--- config.mk ---
export PLATFORM = sky130hd
export DESIGN_NAME = pll_lock_and_bandwidth_control
export DESIGN_NICKNAME = d
export VERILOG_FILES = /design/src/include/pll_pkg.sv /design/src/pll_lock_and_bandwidth_control.sv
export VERILOG_INCLUDE_DIRS = /design/src /design/src/include
export SDC_FILE = /design/constraint.sdc
export NUM_CORES = 1
export LEC_CHECK = 0
export ABC_AREA = 1
export BUFFER_PORTS_ARGS = -buffer_cell sky130_fd_sc_hd__buf_2
export CAP_MARGIN = 10
export CORE_MARGIN = 4
export CORE_UTILIZATION = 55
export DETAILED_ROUTE_END_ITERATION = 8
export PLACE_DENSITY = 0.81
export SLEW_MARGIN = 20
export SYNTH_ARGS = -nofsm -noshare
export SYNTH_HDL_FRONTEND = slang
export SYNTH_SLANG_ARGS = --single-unit
--- constraint.sdc ---
create_clock -name clock -period 9.35 [get_ports clock]
set_input_delay 1.4025 -clock clock [delete_from_list [all_inputs] [get_ports clock]]
set_output_delay 1.4025 -clock clock [all_outputs]
set_load 0.05 [all_outputs]
--- src/include/pll_defs.svh ---
`ifndef PLL_DEFS_SVH
`define PLL_DEFS_SVH
`define CTRL_OFS      8'h00
`define BW_OFS        8'h04
`define MUL_OFS       8'h08
`define RANGE_OFS     8'h0c
`define REFDIV_OFS    8'h10
`define CTRL_RESET    8'h20
`define MUL_RESET     12'h040
`define RANGE_RESET   8'h40
`define REFDIV_RESET  4'h1
`define BW_AUTO_BIT   7
`define BW_LOCK_BIT   6
`define BW_TRACK_BIT  5
`define CTRL_FLAG_BIT 6
// nominal centre-of-range frequency, 125 kHz
`define VCO_NOM_KHZ   18'h0007d
`define LOCK_WINDOW   8'h10
`define ACQ_TOL       12'h002
`define LOCK_TOL      12'h001
`define RESP_OKAY     2'b00
`define RESP_SLVERR   2'b10
`endif

--- src/include/pll_pkg.sv ---
package pll_pkg;
  typedef struct packed {
    logic       loop_event_irq_enable;
    logic       loop_event_flag;
    logic       loop_power_on;
    logic       base_source_select;
    logic [1:0] prescale_sel;
    logic [1:0] vco_range_exp;
  } ctrl_type;
  typedef enum logic {filter_acquisition, filter_tracking} filter_mode_type;
endpackage : pll_pkg

--- src/pll_lock_and_bandwidth_control.sv ---
`timescale 1ns/1ps
`default_nettype none
`include "pll_defs.svh"
// Overview of operation
// - oscillator clock and buffered loop reference copy
// - reference clock copy goes to timebase
// - reference divided by programmable R
// - feedback is VCO over N times 2^P
// - centre setting is L times 2^E times 125k
// - phase detector emits up/down correction pulses
// - lock detector compares feedback and reference frequency
// - tracking bit clear means acquisition mode
// - auto mode switches filter mode itself
// - auto tracking bit read-only, follows tolerance
// - auto settled flag read-only, follows tolerance
// - enabled interrupt on every settled flag toggle
// - manual mode tracking bit writable, drives filter
// - manual mode: no settled flag, no interrupt
// - manual mode forces irq enable clear
// - manual mode event and settled flags read clear
// - source select cleared if off or range zero
// - source select forces power on
module pll_lock_and_bandwidth_control #(
  parameter logic [7:0]  WINDOW_REFS = `LOCK_WINDOW,
  parameter logic [11:0] ACQ_TOL     = `ACQ_TOL,
  parameter logic [11:0] LOCK_TOL    = `LOCK_TOL
) (
  input  wire logic        clock,
  input  wire logic        rstn,
  input  wire logic [7:0]  s_axi_awaddr,
  input  wire logic        s_axi_awvalid,
  output logic             s_axi_awready,
  input  wire logic [31:0] s_axi_wdata,
  input  wire logic [3:0]  s_axi_wstrb,
  input  wire logic        s_axi_wvalid,
  output logic             s_axi_wready,
  output logic [1:0]       s_axi_bresp,
  output logic             s_axi_bvalid,
  input  wire logic        s_axi_bready,
  input  wire logic [7:0]  s_axi_araddr,
  input  wire logic        s_axi_arvalid,
  output logic             s_axi_arready,
  output logic [31:0]      s_axi_rdata,
  output logic [1:0]       s_axi_rresp,
  output logic             s_axi_rvalid,
  input  wire logic        s_axi_rready,
  input  wire logic        crystal_in,
  input  wire logic        vco_clock,
  output logic             osc_clock,
  output logic             loop_ref_clock,
  output logic             timebase_ref_clock,
  output logic             divided_ref_clock,
  output logic             prescaled_vco_clock,
  output logic             feedback_clock,
  output logic             correction_up,
  output logic             correction_down,
  output logic             filter_tracking_bit,
  output logic             freq_settled,
  output logic             loop_power_on,
  output logic             base_source_select,
  output logic [17:0]      vco_centre_khz,
  output logic             loop_irq
);
  pll_pkg::ctrl_type        ctrl_reg, ctrl_next;
  pll_pkg::filter_mode_type det_mode_reg, det_mode_next;
  logic        auto_reg, auto_next;
  logic        man_track_reg, man_track_next;
  logic [11:0] mul_reg, mul_next;
  logic [7:0]  range_reg, range_next;
  logic [3:0]  refdiv_reg, refdiv_next;
  logic        aw_full_reg, aw_full_next;
  logic [7:0]  aw_addr_reg, aw_addr_next;
  logic        w_full_reg, w_full_next;
  logic [31:0] w_data_reg, w_data_next;
  logic [3:0]  w_strb_reg, w_strb_next;
  logic        bvalid_reg, bvalid_next;
  logic [1:0]  bresp_reg, bresp_next;
  logic        rvalid_reg, rvalid_next;
  logic [31:0] rdata_reg, rdata_next;
  logic [1:0]  rresp_reg, rresp_next;
  logic        xin_q_reg, vco_q_reg;
  logic        osc_reg, ref_reg, tb_reg;
  logic [3:0]  r_cnt_reg, r_cnt_next;
  logic [2:0]  p_cnt_reg, p_cnt_next;
  logic [11:0] n_cnt_reg, n_cnt_next;
  logic        ref_pulse_reg, ref_pulse_next;
  logic        pclk_reg, pclk_next;
  logic        fb_pulse_reg, fb_pulse_next;
  logic        up_reg, up_next;
  logic        dn_reg, dn_next;
  logic [7:0]  win_cnt_reg, win_cnt_next;
  logic [11:0] fb_cnt_reg, fb_cnt_next;
  logic        lock_reg, lock_next;
  logic [17:0] centre_reg, centre_next;
  logic        ref_edge, vco_edge, p_last, do_write;
  logic [3:0]  r_eff;
  logic [11:0] n_eff, fb_total, fb_err, win12;
  logic [7:0]  wr_addr, wd;
  logic [31:0] rd_data;
  logic [1:0]  rd_resp;

  assign ref_edge = crystal_in & ~xin_q_reg;
  assign vco_edge = vco_clock & ~vco_q_reg;
  // zero divider values behave as one
  assign r_eff    = (refdiv_reg == 4'h0) ? 4'h1 : refdiv_reg;
  assign n_eff    = (mul_reg == 12'h000) ? 12'h001 : mul_reg;
  assign p_last   = ({1'b0, p_cnt_reg} == ((4'h1 << ctrl_reg.prescale_sel) - 4'h1));
  assign win12    = {4'h0, WINDOW_REFS};
  assign fb_total = (fb_cnt_reg == 12'hfff) ? fb_cnt_reg : fb_cnt_reg + {11'h000, fb_pulse_reg};
  assign fb_err   = (fb_total >= win12) ? fb_total - win12 : win12 - fb_total;
  assign do_write = aw_full_reg & w_full_reg & ~bvalid_reg;
  assign wr_addr  = {aw_addr_reg[7:2], 2'b00};
  assign wd       = w_data_reg[7:0];

  always_comb begin
    rd_resp = `RESP_OKAY;
    rd_data = 32'h0000_0000;
    unique case ({s_axi_araddr[7:2], 2'b00})
      `CTRL_OFS: rd_data[7:0] = {ctrl_reg.loop_event_irq_enable,
                                 ctrl_reg.loop_event_flag & auto_reg,
                                 ctrl_reg.loop_power_on, ctrl_reg.base_source_select,
                                 ctrl_reg.prescale_sel, ctrl_reg.vco_range_exp};
      `BW_OFS: rd_data[7:0] = {auto_reg, lock_reg & auto_reg, filter_tracking_bit, 5'h00};
      `MUL_OFS: rd_data[11:0] = mul_reg;
      `RANGE_OFS: rd_data[7:0] = range_reg;
      `REFDIV_OFS: rd_data[3:0] = refdiv_reg;
      default: rd_resp = `RESP_SLVERR;
    endcase
  end

  always_comb begin
    ctrl_next      = ctrl_reg;
    auto_next      = auto_reg;
    man_track_next = man_track_reg;
    mul_next       = mul_reg;
    range_next     = range_reg;
    refdiv_next    = refdiv_reg;
    aw_full_next   = aw_full_reg;
    aw_addr_next   = aw_addr_reg;
    w_full_next    = w_full_reg;
    w_data_next    = w_data_reg;
    w_strb_next    = w_strb_reg;
    bvalid_next    = bvalid_reg & ~s_axi_bready;
    bresp_next     = bresp_reg;
    rvalid_next    = rvalid_reg & ~s_axi_rready;
    rdata_next     = rdata_reg;
    rresp_next     = rresp_reg;
    if (s_axi_awvalid && !aw_full_reg) begin
      aw_full_next = 1'b1;
      aw_addr_next = s_axi_awaddr;
    end
    if (s_axi_wvalid && !w_full_reg) begin
      w_full_next = 1'b1;
      w_data_next = s_axi_wdata;
      w_strb_next = s_axi_wstrb;
    end
    if (s_axi_arvalid && !rvalid_reg) begin
      rvalid_next = 1'b1;
      rdata_next  = rd_data;
      rresp_next  = rd_resp;
    end
    if (do_write) begin
      aw_full_next = 1'b0;
      w_full_next  = 1'b0;
      bvalid_next  = 1'b1;
      bresp_next   = `RESP_OKAY;
      unique case (wr_addr)
        `CTRL_OFS: if (w_strb_reg[0]) begin
          ctrl_next.loop_event_irq_enable = wd[7];
          if (wd[`CTRL_FLAG_BIT]) ctrl_next.loop_event_flag = 1'b0;
          ctrl_next.loop_power_on = wd[5] | ctrl_reg.base_source_select;
          // selecting needs the loop already on: no simultaneous on and select
          ctrl_next.base_source_select = wd[4] & ctrl_reg.loop_power_on;
          if (!ctrl_reg.loop_power_on) begin
            ctrl_next.prescale_sel  = wd[3:2];
            ctrl_next.vco_range_exp = wd[1:0];
          end
        end
        `BW_OFS: if (w_strb_reg[0]) begin
          auto_next = wd[`BW_AUTO_BIT];
          if (!wd[`BW_AUTO_BIT]) man_track_next = wd[`BW_TRACK_BIT];
        end
        `MUL_OFS: if (!ctrl_reg.loop_power_on) begin
          if (w_strb_reg[0]) mul_next[7:0] = wd;
          if (w_strb_reg[1]) mul_next[11:8] = w_data_reg[11:8];
        end
        `RANGE_OFS: if (!ctrl_reg.loop_power_on && w_strb_reg[0]) range_next = wd;
        `REFDIV_OFS: if (!ctrl_reg.loop_power_on && w_strb_reg[0]) refdiv_next = wd[3:0];
        default: bresp_next = `RESP_SLVERR;
      endcase
    end
    ctrl_next.base_source_select = ctrl_next.base_source_select & ctrl_next.loop_power_on
                                   & (range_next != 8'h00);
    ctrl_next.loop_event_irq_enable = ctrl_next.loop_event_irq_enable & auto_next;
  end

  always_comb begin
    r_cnt_next     = r_cnt_reg;
    p_cnt_next     = p_cnt_reg;
    n_cnt_next     = n_cnt_reg;
    ref_pulse_next = 1'b0;
    pclk_next      = 1'b0;
    fb_pulse_next  = 1'b0;
    win_cnt_next   = win_cnt_reg;
    fb_cnt_next    = fb_total;
    det_mode_next  = det_mode_reg;
    lock_next      = lock_reg;
    up_next        = up_reg | ref_pulse_reg;
    dn_next        = dn_reg | fb_pulse_reg;
    if (up_next && dn_next) begin
      up_next = 1'b0;
      dn_next = 1'b0;
    end
    if (ref_edge) begin
      r_cnt_next     = (r_cnt_reg >= r_eff - 4'h1) ? 4'h0 : r_cnt_reg + 4'h1;
      ref_pulse_next = (r_cnt_reg >= r_eff - 4'h1);
    end
    if (vco_edge) begin
      p_cnt_next = p_last ? 3'h0 : p_cnt_reg + 3'h1;
      pclk_next  = p_last;
      if (p_last) begin
        n_cnt_next    = (n_cnt_reg >= n_eff - 12'h001) ? 12'h000 : n_cnt_reg + 12'h001;
        fb_pulse_next = (n_cnt_reg >= n_eff - 12'h001);
      end
    end
    if (ref_pulse_reg) begin
      if (win_cnt_reg >= WINDOW_REFS - 8'h01) begin
        win_cnt_next  = 8'h00;
        fb_cnt_next   = 12'h000;
        det_mode_next = (fb_err <= ACQ_TOL) ? pll_pkg::filter_tracking
                                            : pll_pkg::filter_acquisition;
        lock_next     = (fb_err <= LOCK_TOL);
      end else begin
        win_cnt_next = win_cnt_reg + 8'h01;
      end
    end
    if (!ctrl_reg.loop_power_on) begin
      r_cnt_next     = 4'h0;
      p_cnt_next     = 3'h0;
      n_cnt_next     = 12'h000;
      ref_pulse_next = 1'b0;
      pclk_next      = 1'b0;
      fb_pulse_next  = 1'b0;
      up_next        = 1'b0;
      dn_next        = 1'b0;
      win_cnt_next   = 8'h00;
      fb_cnt_next    = 12'h000;
    end
    if (!ctrl_reg.loop_power_on || !auto_reg) begin
      det_mode_next = pll_pkg::filter_acquisition;
      lock_next     = 1'b0;
    end
    centre_next = 18'(({10'h000, range_reg} << ctrl_reg.vco_range_exp) * `VCO_NOM_KHZ);
  end

  always_ff @(posedge clock) begin
    if (!rstn) begin
      ctrl_reg      <= `CTRL_RESET;
      auto_reg      <= 1'b0;
      man_track_reg <= 1'b0;
      mul_reg       <= `MUL_RESET;
      range_reg     <= `RANGE_RESET;
      refdiv_reg    <= `REFDIV_RESET;
      aw_full_reg   <= 1'b0;
      aw_addr_reg   <= 8'h00;
      w_full_reg    <= 1'b0;
      w_data_reg    <= 32'h0000_0000;
      w_strb_reg    <= 4'h0;
      bvalid_reg    <= 1'b0;
      bresp_reg     <= `RESP_OKAY;
      rvalid_reg    <= 1'b0;
      rdata_reg     <= 32'h0000_0000;
      rresp_reg     <= `RESP_OKAY;
      xin_q_reg     <= 1'b0;
      vco_q_reg     <= 1'b0;
      osc_reg       <= 1'b0;
      ref_reg       <= 1'b0;
      tb_reg        <= 1'b0;
      r_cnt_reg     <= 4'h0;
      p_cnt_reg     <= 3'h0;
      n_cnt_reg     <= 12'h000;
      ref_pulse_reg <= 1'b0;
      pclk_reg      <= 1'b0;
      fb_pulse_reg  <= 1'b0;
      up_reg        <= 1'b0;
      dn_reg        <= 1'b0;
      win_cnt_reg   <= 8'h00;
      fb_cnt_reg    <= 12'h000;
      det_mode_reg  <= pll_pkg::filter_acquisition;
      lock_reg      <= 1'b0;
      centre_reg    <= 18'h00000;
    end else begin
      ctrl_reg      <= ctrl_next;
      // event flag: a lock change in the clearing cycle wins over the clear
      if (auto_reg && auto_next && (lock_next != lock_reg))
        ctrl_reg.loop_event_flag <= 1'b1;
      if (!auto_next) ctrl_reg.loop_event_flag <= 1'b0;
      auto_reg      <= auto_next;
      man_track_reg <= man_track_next;
      mul_reg       <= mul_next;
      range_reg     <= range_next;
      refdiv_reg    <= refdiv_next;
      aw_full_reg   <= aw_full_next;
      aw_addr_reg   <= aw_addr_next;
      w_full_reg    <= w_full_next;
      w_data_reg    <= w_data_next;
      w_strb_reg    <= w_strb_next;
      bvalid_reg    <= bvalid_next;
      bresp_reg     <= bresp_next;
      rvalid_reg    <= rvalid_next;
      rdata_reg     <= rdata_next;
      rresp_reg     <= rresp_next;
      xin_q_reg     <= crystal_in;
      vco_q_reg     <= vco_clock;
      osc_reg       <= crystal_in;
      ref_reg       <= crystal_in;
      tb_reg        <= crystal_in;
      r_cnt_reg     <= r_cnt_next;
      p_cnt_reg     <= p_cnt_next;
      n_cnt_reg     <= n_cnt_next;
      ref_pulse_reg <= ref_pulse_next;
      pclk_reg      <= pclk_next;
      fb_pulse_reg  <= fb_pulse_next;
      up_reg        <= up_next;
      dn_reg        <= dn_next;
      win_cnt_reg   <= win_cnt_next;
      fb_cnt_reg    <= fb_cnt_next;
      det_mode_reg  <= det_mode_next;
      lock_reg      <= lock_next;
      centre_reg    <= centre_next;
    end
  end

  assign s_axi_awready       = ~aw_full_reg;
  assign s_axi_wready        = ~w_full_reg;
  assign s_axi_bvalid        = bvalid_reg;
  assign s_axi_bresp         = bresp_reg;
  assign s_axi_arready       = ~rvalid_reg;
  assign s_axi_rvalid        = rvalid_reg;
  assign s_axi_rdata         = rdata_reg;
  assign s_axi_rresp         = rresp_reg;
  assign osc_clock           = osc_reg;
  assign loop_ref_clock      = ref_reg;
  assign timebase_ref_clock  = tb_reg;
  assign divided_ref_clock   = ref_pulse_reg;
  assign prescaled_vco_clock = pclk_reg;
  assign feedback_clock      = fb_pulse_reg;
  assign correction_up       = up_reg;
  assign correction_down     = dn_reg;
  assign filter_tracking_bit = auto_reg ? (det_mode_reg == pll_pkg::filter_tracking)
                                        : man_track_reg;
  assign freq_settled        = lock_reg & auto_reg;
  assign loop_power_on       = ctrl_reg.loop_power_on;
  assign base_source_select  = ctrl_reg.base_source_select;
  assign vco_centre_khz      = centre_reg;
  assign loop_irq            = ctrl_reg.loop_event_flag & ctrl_reg.loop_event_irq_enable
                               & auto_reg;
endmodule : pll_lock_and_bandwidth_control
`default_nettype wire

==> results of run 1 <==
-- placed cells by master, fill, tap and decap left out, types with 13 or more instances in the layout --
cell type / count
ha_1: 68
nor2_1: 119
buf_2: 84
a21oi_1: 79
nand3_1: 39
fa_1: 34
nand4_1: 14
dfxtp_1: 138
clkbuf_16: 17
xor2_1: 21
o21ai_0: 89
inv_1: 175
nand2_1: 173
conb_1: 22
nor3_1: 13
-- logic make-up after synthesis --
kind of cell             after synthesis  synth area share (%)
flip-flops                           138                  32.9
buffers and inverters                224                  11.2
multiplexers                           2                 0.239
AO/OA/AOI/OAI                        205                  13.2
other                                  1                0.0447
AND/OR/NAND/NOR                      396                  20.8
XOR/XNOR                              32                  3.34
adder cells (fa/ha/maj)              102                  18.2
-- how the worst min path moves through the flow --
stage | from | to | slack [ns] | cells past startpoint
after floorplan | win_cnt_reg[5] | win_cnt_reg[5] | 0.42 | 2
after global placement | man_track_reg | man_track_reg | 0.43 | 2
after detailed placement | win_cnt_reg[5] | win_cnt_reg[5] | 0.43 | 2
after CTS | man_track_reg | man_track_reg | 0.44 | 2
after global routing | win_cnt_reg[5] | win_cnt_reg[5] | 0.46 | 2
final | man_track_reg | man_track_reg | 0.44 | 2
-- routing by layer --
layer,vias to the layer above,part of all wire [%]
met5,-,0
met4,0,2.3
met3,37,7.0
met2,236,47
met1,3300,44
li1,3674,-
-- worst reg2reg max path, stage by stage (launching register included) --
cell and delay (ns):
dfxtp_1 0.63, nand2_1 0.11, o21ai_0 0.09, inv_1 0.08
o21ai_0 0.28, inv_1 0.22, fa_1 0.57, inv_1 0.06
fa_1 0.53, inv_1 0.06, fa_1 0.53, inv_1 0.06
fa_1 0.53, inv_1 0.04, ha_1 0.32, a21oi_1 0.18
o21ai_0 0.14, nand2_1 0.08, o2111ai_1 0.18, nand2_1 0.12
nand2_1 0.06, a21oi_1 0.19, o21ai_0 0.14, a21oi_1 0.22
-- final cells by class --
class | instances | area (um^2) | share of cell area, %
Timing Repair Buffer | 85 | 428 | 4.53
Clock inverter | 13 | 144 | 1.52
Multi-Input combinational cell | 759 | 4770 | 50.5
Clock buffer | 19 | 443 | 4.69
Tap cell | 184 | 230 | 2.44
Inverter | 179 | 672 | 7.11
Sequential cell | 138 | 2760 | 29.2
-- power by group through the flow --
stage / clock network [mW] / registers (mW) / logic (mW)
after detailed placement: 0 / 0.626 / 0.105
after CTS: 0.674 / 0.613 / 0.106
final: 0.666 / 0.614 / 0.106
after global placement: 0 / 0.626 / 0.103
after global routing: 0.700 / 0.615 / 0.117
after floorplan: 0 / 0.635 / 0.0757
==> impl_metrics.tcl, run 1 <==
set metrics [dict create \
    worst_hold_slack_ns 0.443 \
    ir_worst_vdd_v 0.000136 \
    place.gp.congestion 0.922 \
    cp_slowest_cell "dfxtp_1" \
    p_leak_nw 4.71 \
    vias_per_cell 5.26 \
    cts_inserted_buffers 17 \
    nFillCells 1296 \
    clk-insertion-delay-late_ns 0.43 \
    post_drt_wl_per_cell_um 13.7 \
    rows 44 \
    start_util_pct 56.9 \
    rsz0062_at_grt "false" \
    drcViolationCount 0 \
    cts_tree "yes" \
    grt_busiest_layer "met2" \
    root_buffer "clkbuf_16" \
    skew_ns 0.00837 \
    rrSetupSlack_ns 3.86 \
    diodes 0 \
    setup_viol_count_final 0 \
    nets 1343 \
    setup.worst_path.start "ctrl_reg[0]" \
    wl_um 18900 \
    firstDrtPassIters 5 \
    crit_path_max_incr_delay_ns 0.63 \
    coreArea_um2 14800 \
    grt_max_degree 59 \
    worstPathMaxFanout 18 \
    dieHeight_um 132 \
    drv_cap 0 \
    grt_antenna_before_repair 0 \
    grt_pass1_wl_um 32000 \
    endpoint "vco_centre_khz[17]" \
    synth_area_leader_cell "dfxtp_1" \
    clockBufferDepth 2 \
    synth.most_common_cell "inv_1" \
    gr-total-overflow 0 \
    p_int_mw 1.03 \
    path_buf_inv 6 \
    global_route.usage.met3_pct 5.05 \
    async_flop_share_pct 0 \
    power_mw 1.39 \
    seqPwrFrac_pct 44.3 \
    drt_iter0_drc 584 \
    worst_pin_slew_ns 0.990 \
    status "complete, no violations" \
    critical_path_depth 23 \
    p_switching_mw 0.358 \
    fin_crit_ns 5.49 \
    r2r_end "vco_centre_khz[17]" \
    grt_use_total_pct 22.3 \
    largest_register_ffs 18 \
    hp-class "register to register" \
    crit_top_cell "inv_1" \
    post-cts-setup-buffers 0 \
    synthTopCellsByCount "inv_1 (175), nand2_1 (173), dfxtp_1 (138), nor2_1 (119), o21ai_0 (90)" \
    syn_avg_cell_area_um2 7.63 \
    synth_edf_count 0 \
    dp_hpwl_um 14400 \
    synth.distinct_cells 45 \
    hold_buffers 0 \
    fp.dieW_um 132 \
    ff2ff_path_depth 23 \
    cts.clk_slew.worst_paths_ns 0.06 \
    ant_nets 0 \
    fin_ws_ns 3.86 \
    vias 7247 \
    grt_use_met1_pct 28.3 \
    netlist_instances 1100 \
    worstSetupStartpointType "register" \
    critPathCaptureType "register" \
    area_growth_pct 12.6 \
    max_freq_mhz 182 \
    yosys-top-cells-area "dfxtp_1 (33%), ha_1 (10%), fa_1 (8.1%)" \
    slew_headroom_pct 33.8 \
    arrival_ns 5.83 \
    synth_ff_type "dfxtp_1" \
    clock_power_share_pct 48.1 \
    cts_resized 0 \
    placed_area_um2 8860 \
    ys_warn_count 0 \
    crit_type "register to register" \
    setup_tns_ns 0 \
    drive_above_1_share_pct 12.2 \
    ys_ff_latch 138 \
    maxSlewViolCount 0 \
    cp_data_required_time_ns 9.69 \
    grt_pass1_vias 6884 \
    crit_chain "nand2_1 > o21ai_0 > inv_1 > o21ai_0 > inv_1 > fa_1 > inv_1 > fa_1 > inv_1 > fa_1 > inv_1 > fa_1 > inv_1 > ha_1 > a21oi_1 > o21ai_0 > nand2_1 > o2111ai_1 > nand2_1 > nand2_1 > a21oi_1 > o21ai_0 > a21oi_1" \
    port_buffers 84 \
    r2r-start "ctrl_reg[0]" \
    cpLargestDelayFamily "adder cells" \
    gr-usage-met2_pct 36.6 \
    h-tree-depth 4 \
    hold_viol 0 \
    die_area_um2 17300 \
    netlist_area_um2 8390 \
    synth_top_area_share_pct 32.9 \
    clock_sink_count 138 \
    dp_slack_ns 4.00 \
    finalNonFillerCells 1377 \
    stdcell_area_um2 9450 \
    boundaryPins 133 \
    pwr-share-comb_pct 7.7 \
    switching_share_pct 25.9 \
    fin_crit_sh_pct 58.7 \
    ys_seq_area_share_pct 32.9 \
    placed_cells 1345 \
    fin_util_pct 64.0 \
    p_per_area_nw_per_um2 147 \
]
(Power assumes the default switching activity.)
==> run 2: changes to the inputs <==
--- a/config.mk
+++ b/config.mk
@@ -10,9 +10,9 @@
 export BUFFER_PORTS_ARGS = -buffer_cell sky130_fd_sc_hd__buf_2
 export CAP_MARGIN = 10
 export CORE_MARGIN = 4
-export CORE_UTILIZATION = 55
+export CORE_UTILIZATION = 52
 export DETAILED_ROUTE_END_ITERATION = 8
-export PLACE_DENSITY = 0.81
+export PLACE_DENSITY = 0.8
 export SLEW_MARGIN = 20
 export SYNTH_ARGS = -nofsm -noshare
 export SYNTH_HDL_FRONTEND = slang
==> constraint.sdc (replaced) <==
create_clock -name clock -period 5 [get_ports clock]
set_input_delay 0.75 -clock clock [delete_from_list [all_inputs] [get_ports clock]]
set_output_delay 0.75 -clock clock [all_outputs]
set_load 0.05 [all_outputs]
==> impl_metrics.tcl, run 2 (synthesis results as in run 1) <==
set metrics [dict create \
    largest_register_ffs 18 \
    maxSlewViolCount 0 \
    ir_worst_vdd_v 0.000239 \
    skew_ns 0.0125 \
    cts_inserted_buffers 17 \
    r2r-start "ctrl_reg[0]" \
    p_int_mw 1.88 \
    r2r_end "vco_centre_khz[14]" \
    ant_nets 0 \
    worstSetupStartpointType "register" \
    hp-class "register to register" \
    clock_sink_count 138 \
    seqPwrFrac_pct 44.5 \
    finalNonFillerCells 1425 \
    firstDrtPassIters 8 \
    dieHeight_um 135 \
    root_buffer "clkbuf_16" \
    p_leak_nw 4.82 \
    fin_crit_sh_pct 94.9 \
    drive_above_1_share_pct 14.1 \
    start_util_pct 53.0 \
    boundaryPins 133 \
    p_switching_mw 0.695 \
    wl_um 19100 \
    pwr-share-comb_pct 7.7 \
    worst_hold_slack_ns 0.439 \
    hold-path-endpoint "win_cnt_reg[5]" \
    setup_viol_count_final 0 \
    fin_crit_ns 4.75 \
    die_area_um2 18200 \
    arrival_ns 5.05 \
    drv_cap 0 \
    layout_common_cells "inv_1 (175), nand2_1 (173), dfxtp_1 (136), nor2_1 (118)" \
    hold_viol 0 \
    status "complete, no violations" \
    diodes 0 \
    cts.clk_slew.worst_paths_ns 0.06 \
    slew_headroom_pct 34.2 \
    crit_type "register to register" \
    cp_data_required_time_ns 5.31 \
    dp_hpwl_um 14500 \
    grt_max_degree 36 \
    post_drt_wl_per_cell_um 13.4 \
    grt_antenna_before_repair 0 \
    place.gp.congestion 0.902 \
    nets 1359 \
    holdPathStages 2 \
    worst_pin_slew_ns 0.985 \
    power_mw 2.58 \
    setup_tns_ns 0 \
    vias_per_cell 5.10 \
    fin_util_pct 60.9 \
    critPathCaptureType "register" \
    p_per_area_nw_per_um2 268 \
    area_growth_pct 14.8 \
    switching_share_pct 27.0 \
    clockBufferDepth 2 \
    port_buffers 84 \
    final_common_cell "inv_1" \
    hold_buffers 0 \
    drcViolationCount 0 \
    cts_tree "yes" \
    drt_iter0_drc 482 \
    worstPathMaxFanout 10 \
    min_from "win_cnt_reg[5]" \
    h-tree-depth 4 \
    nFillCells 1402 \
    rrSetupSlack_ns 0.25 \
    grt_use_total_pct 21.2 \
    max_freq_mhz 211 \
    grt_pass1_vias 6940 \
    coreArea_um2 15800 \
    placed_cells 1391 \
    ff2ff_path_depth 20 \
    grt_pass1_wl_um 31600 \
    gr-total-overflow 0 \
    fp.dieW_um 135 \
    clock_power_share_pct 47.8 \
    rows 46 \
    vias 7261 \
    clk-insertion-delay-late_ns 0.43 \
]
run 2: changes by cell type in the layout (fill, tap and decap cells not counted), moves of 2 or more:
cell and delta:
o21ai_0 -5, clkinvlp_4 -5, inv_8 +2, o21ai_1 +3, buf_4 +16, dfxtp_1 -2, a21oi_1 -2, o21ai_2 +2
a21oi_2 +2, clkinv_4 +3
run 2: critical path, stage by stage (launching register included):
cell      delay [ns]
dfxtp_4         0.37
o21ai_0         0.18
inv_1           0.09
o21ai_2         0.16
inv_1           0.10
buf_4           0.16
fa_1            0.49
inv_1           0.06
fa_1            0.54
inv_1           0.06
fa_1            0.50
fa_1            0.50
ha_1            0.35
a21oi_1         0.25
nor2_1          0.07
nor2_1          0.12
o21bai_2        0.09
a31oi_1         0.20
o21ai_0         0.13
o21ai_0         0.16
a21oi_1         0.05
run 2: worst max-delay path by stage:
| stage | start | end | slack [ns] | cells past startpoint |
|---|---|---|---|---|
| floorplan | ctrl_reg[0] | vco_centre_khz[17] | 0.23 | 20 |
| global placement | ctrl_reg[0] | vco_centre_khz[14] | 0.16 | 21 |
| detailed placement | ctrl_reg[0] | vco_centre_khz[14] | 0.08 | 21 |
| CTS | ctrl_reg[0] | vco_centre_khz[17] | 0.04 | 21 |
| global route | ctrl_reg[0] | vco_centre_khz[17] | -0.07 | 19 |
| finish | ctrl_reg[0] | vco_centre_khz[14] | 0.25 | 20 |
run 2: power by group through the flow:
stage | clock [mW] | sequential [mW] | combinational (mW)
after detailed placement | 0 | 1.17 | 0.198
after global routing | 1.29 | 1.15 | 0.217
after CTS | 1.25 | 1.15 | 0.199
after global placement | 0 | 1.17 | 0.194
after floorplan | 0 | 1.19 | 0.142
final | 1.23 | 1.15 | 0.199
run 2: what timing repair did:
item	in CTS	in global routing
resized for setup	0	15
setup endpoints to repair	0	8
setup buffers	0	2
run 2: area by class of cell:
class,count,area [um^2],area share [%]
clock inverter,13,134,1.39
multi-input combinational,759,4800,49.8
tap,216,270,2.81
clock buffer,19,443,4.60
timing repair buffer,101,548,5.69
inverter,179,672,6.98
sequential,138,2770,28.7
run 2: per-layer routing:
layer | global-route usage (%) | part of all wire [%] | wire length, um | vias up
met5 | 0 | 0 | 0 | -
met4 | 6.77 | 2.0 | 391 | 0
met3 | 4.40 | 6.8 | 1290 | 36
met2 | 35.2 | 46 | 8830 | 250
met1 | 27.8 | 45 | 8590 | 3276
li1 | - | - | - | 3699
run 2: through the flow:
step | setup slack (ns) | instance area, um^2
CTS | 0.0423 | 9580
floorplan | 0.228 | 8470
finish | 0.253 | 9630
detailed placement | 0.0807 | 9010
global placement | 0.155 | 9010
global route | -0.0686 | 9630
==> run 3: changes to the inputs <==
--- a/config.mk
+++ b/config.mk
@@ -13,6 +13,7 @@
 export CORE_UTILIZATION = 52
 export DETAILED_ROUTE_END_ITERATION = 8
 export PLACE_DENSITY = 0.8
+export RECOVER_POWER = 100
 export SLEW_MARGIN = 20
 export SYNTH_ARGS = -nofsm -noshare
 export SYNTH_HDL_FRONTEND = slang
==> impl_metrics.tcl, run 3 (synthesis results as in run 1) <==
set metrics [dict create \
    holdPathStages 2 \
    place.gp.congestion 0.902 \
    p_leak_nw 4.64 \
    fp.dieW_um 135 \
    drive_above_1_share_pct 10.1 \
    drcViolationCount 0 \
    clockBufferDepth 2 \
    grt_use_total_pct 21.2 \
    crit_path_max_incr_delay_ns 0.54 \
    largest_register_ffs 18 \
    p_per_area_nw_per_um2 269 \
    path_buf_inv 5 \
    multi_input_area_um2 4790 \
    cp_slowest_cell "fa_1" \
    cpLargestDelayFamily "adder cells" \
    placed_area_um2 9010 \
    grt_pass1_wl_um 31600 \
    hp-class "register to register" \
    worstPathMaxFanout 10 \
    rrSetupSlack_ns 0.24 \
    vias_per_cell 5.07 \
    boundaryPins 133 \
    stdcell_area_um2 9570 \
    gr-total-overflow 0 \
    r2r_end "vco_centre_khz[14]" \
    ff2ff_path_depth 20 \
    start_util_pct 53.0 \
    maxSlewViolCount 34 \
    fin_crit_ns 4.76 \
    worstSetupStartpointType "register" \
    grt_max_degree 36 \
    ir_worst_vdd_v 0.000237 \
    h-tree-depth 4 \
    drt_iter0_drc 490 \
    cts_inserted_buffers 17 \
    vias 7221 \
    cts_tree "yes" \
    power_mw 2.57 \
    clk-insertion-delay-late_ns 0.42 \
    rows 46 \
    wl_um 19100 \
    dieHeight_um 135 \
    violations "max-capacitance violations, max-slew violations" \
    crit_type "register to register" \
    r2r-start "ctrl_reg[0]" \
    area_growth_pct 14.0 \
    status "complete, but fails checks" \
    hold-path-endpoint "win_cnt_reg[5]" \
    crit_chain "o21ai_0 > inv_1 > o21ai_2 > inv_1 > buf_4 > fa_1 > inv_1 > fa_1 > inv_1 > fa_1 > fa_1 > ha_1 > a21oi_1 > nor2_1 > nor2_1 > o21bai_2 > a31oi_1 > o21ai_0 > o21ai_0 > a21oi_1" \
    regArea_um2 2770 \
    post_drt_wl_per_cell_um 13.4 \
    arrival_ns 5.07 \
    nFillCells 1433 \
    skew_ns 0.0104 \
    coreArea_um2 15800 \
    clock_sink_count 138 \
    port_buffers 84 \
    dp_slack_ns 0.0807 \
    fin_ws_ns 0.237 \
    setup_tns_ns 0 \
    max_freq_mhz 210 \
    critPathCaptureType "register" \
    setup_viol_count_final 0 \
    slew_headroom_pct -9.57 \
    final_common_cell "inv_1" \
    cp_data_required_time_ns 5.30 \
    fin_crit_sh_pct 95.3 \
    dp_hpwl_um 14500 \
    layout_common_cells "inv_1 (175), nand2_1 (173), dfxtp_1 (136), nor2_1 (118), o21ai_0 (84)" \
    root_buffer "clkbuf_16" \
    min_from "win_cnt_reg[5]" \
    worst_hold_slack_ns 0.440 \
    grt_antenna_before_repair 0 \
    hold_viol 0 \
    grt_pass1_vias 6940 \
    die_area_um2 18200 \
    drv_cap 1 \
    hold_buffers 0 \
    nets 1359 \
    cts.clk_slew.worst_paths_ns 0.06 \
    worst_pin_slew_ns 1.64 \
    ant_nets 0 \
    firstDrtPassIters 8 \
    diodes 0 \
]
run 3: power breakdown:
group	internal, mW	switching [mW]	leakage (nW)
Combinational	0.0427	0.153	3.23
Clock	0.711	0.519	0.279
Sequential	1.13	0.0211	1.12
run 3: how the worst max path moves through the flow:
stage	to	slack [ns]	cells past startpoint	start
floorplan	vco_centre_khz[17]	0.23	20	ctrl_reg[0]
global placement	vco_centre_khz[14]	0.16	21	ctrl_reg[0]
detailed placement	vco_centre_khz[14]	0.08	21	ctrl_reg[0]
CTS	vco_centre_khz[17]	0.04	21	ctrl_reg[0]
global route	vco_centre_khz[17]	-0.07	19	ctrl_reg[0]
finish	vco_centre_khz[14]	0.24	20	ctrl_reg[0]
run 3: timing repair:
item / 4_1_cts / 5_1_grt
endpoints found under the hold margin: 0 / 0
resized for setup: 0 / 15
buffers inserted: 0 / 2
endpoints found under the setup margin: 0 / 8
run 3: final cells by class:
class | count | share of cell area [%]
Multi-Input combinational cell | 759 | 50.1
Timing Repair Buffer | 101 | 5.09
Tap cell | 216 | 2.83
Clock buffer | 19 | 4.63
Sequential cell | 138 | 28.9
Clock inverter | 13 | 1.40
Inverter | 179 | 7.02
run 3: worst register-to-register path: stages, from the launching register on:
cell,delay (ns)
dfxtp_4,0.37
o21ai_0,0.19
inv_1,0.10
o21ai_2,0.16
inv_1,0.10
buf_4,0.16
fa_1,0.50
inv_1,0.06
fa_1,0.54
inv_1,0.06
fa_1,0.50
fa_1,0.50
ha_1,0.35
a21oi_1,0.25
nor2_1,0.07
nor2_1,0.12
o21bai_2,0.09
a31oi_1,0.20
o21ai_0,0.13
o21ai_0,0.16
a21oi_1,0.05
run 3: metal layers:
layer / global-route usage [%] / up-vias / wire length, um
met5: 0 / - / 0
met4: 6.77 / 0 / 354
met3: 4.40 / 31 / 1370
met2: 35.2 / 234 / 8810
met1: 27.8 / 3257 / 8570
li1: - / 3699 / -
run 3: stage by stage:
step           util, %  instances
6_report          60.4       1425
2_1_floorplan        -       1121
3_5_place_dp      56.9       1391
3_3_place_gp      56.9       1391
5_1_grt           60.4       1425
4_1_cts           60.6       1423
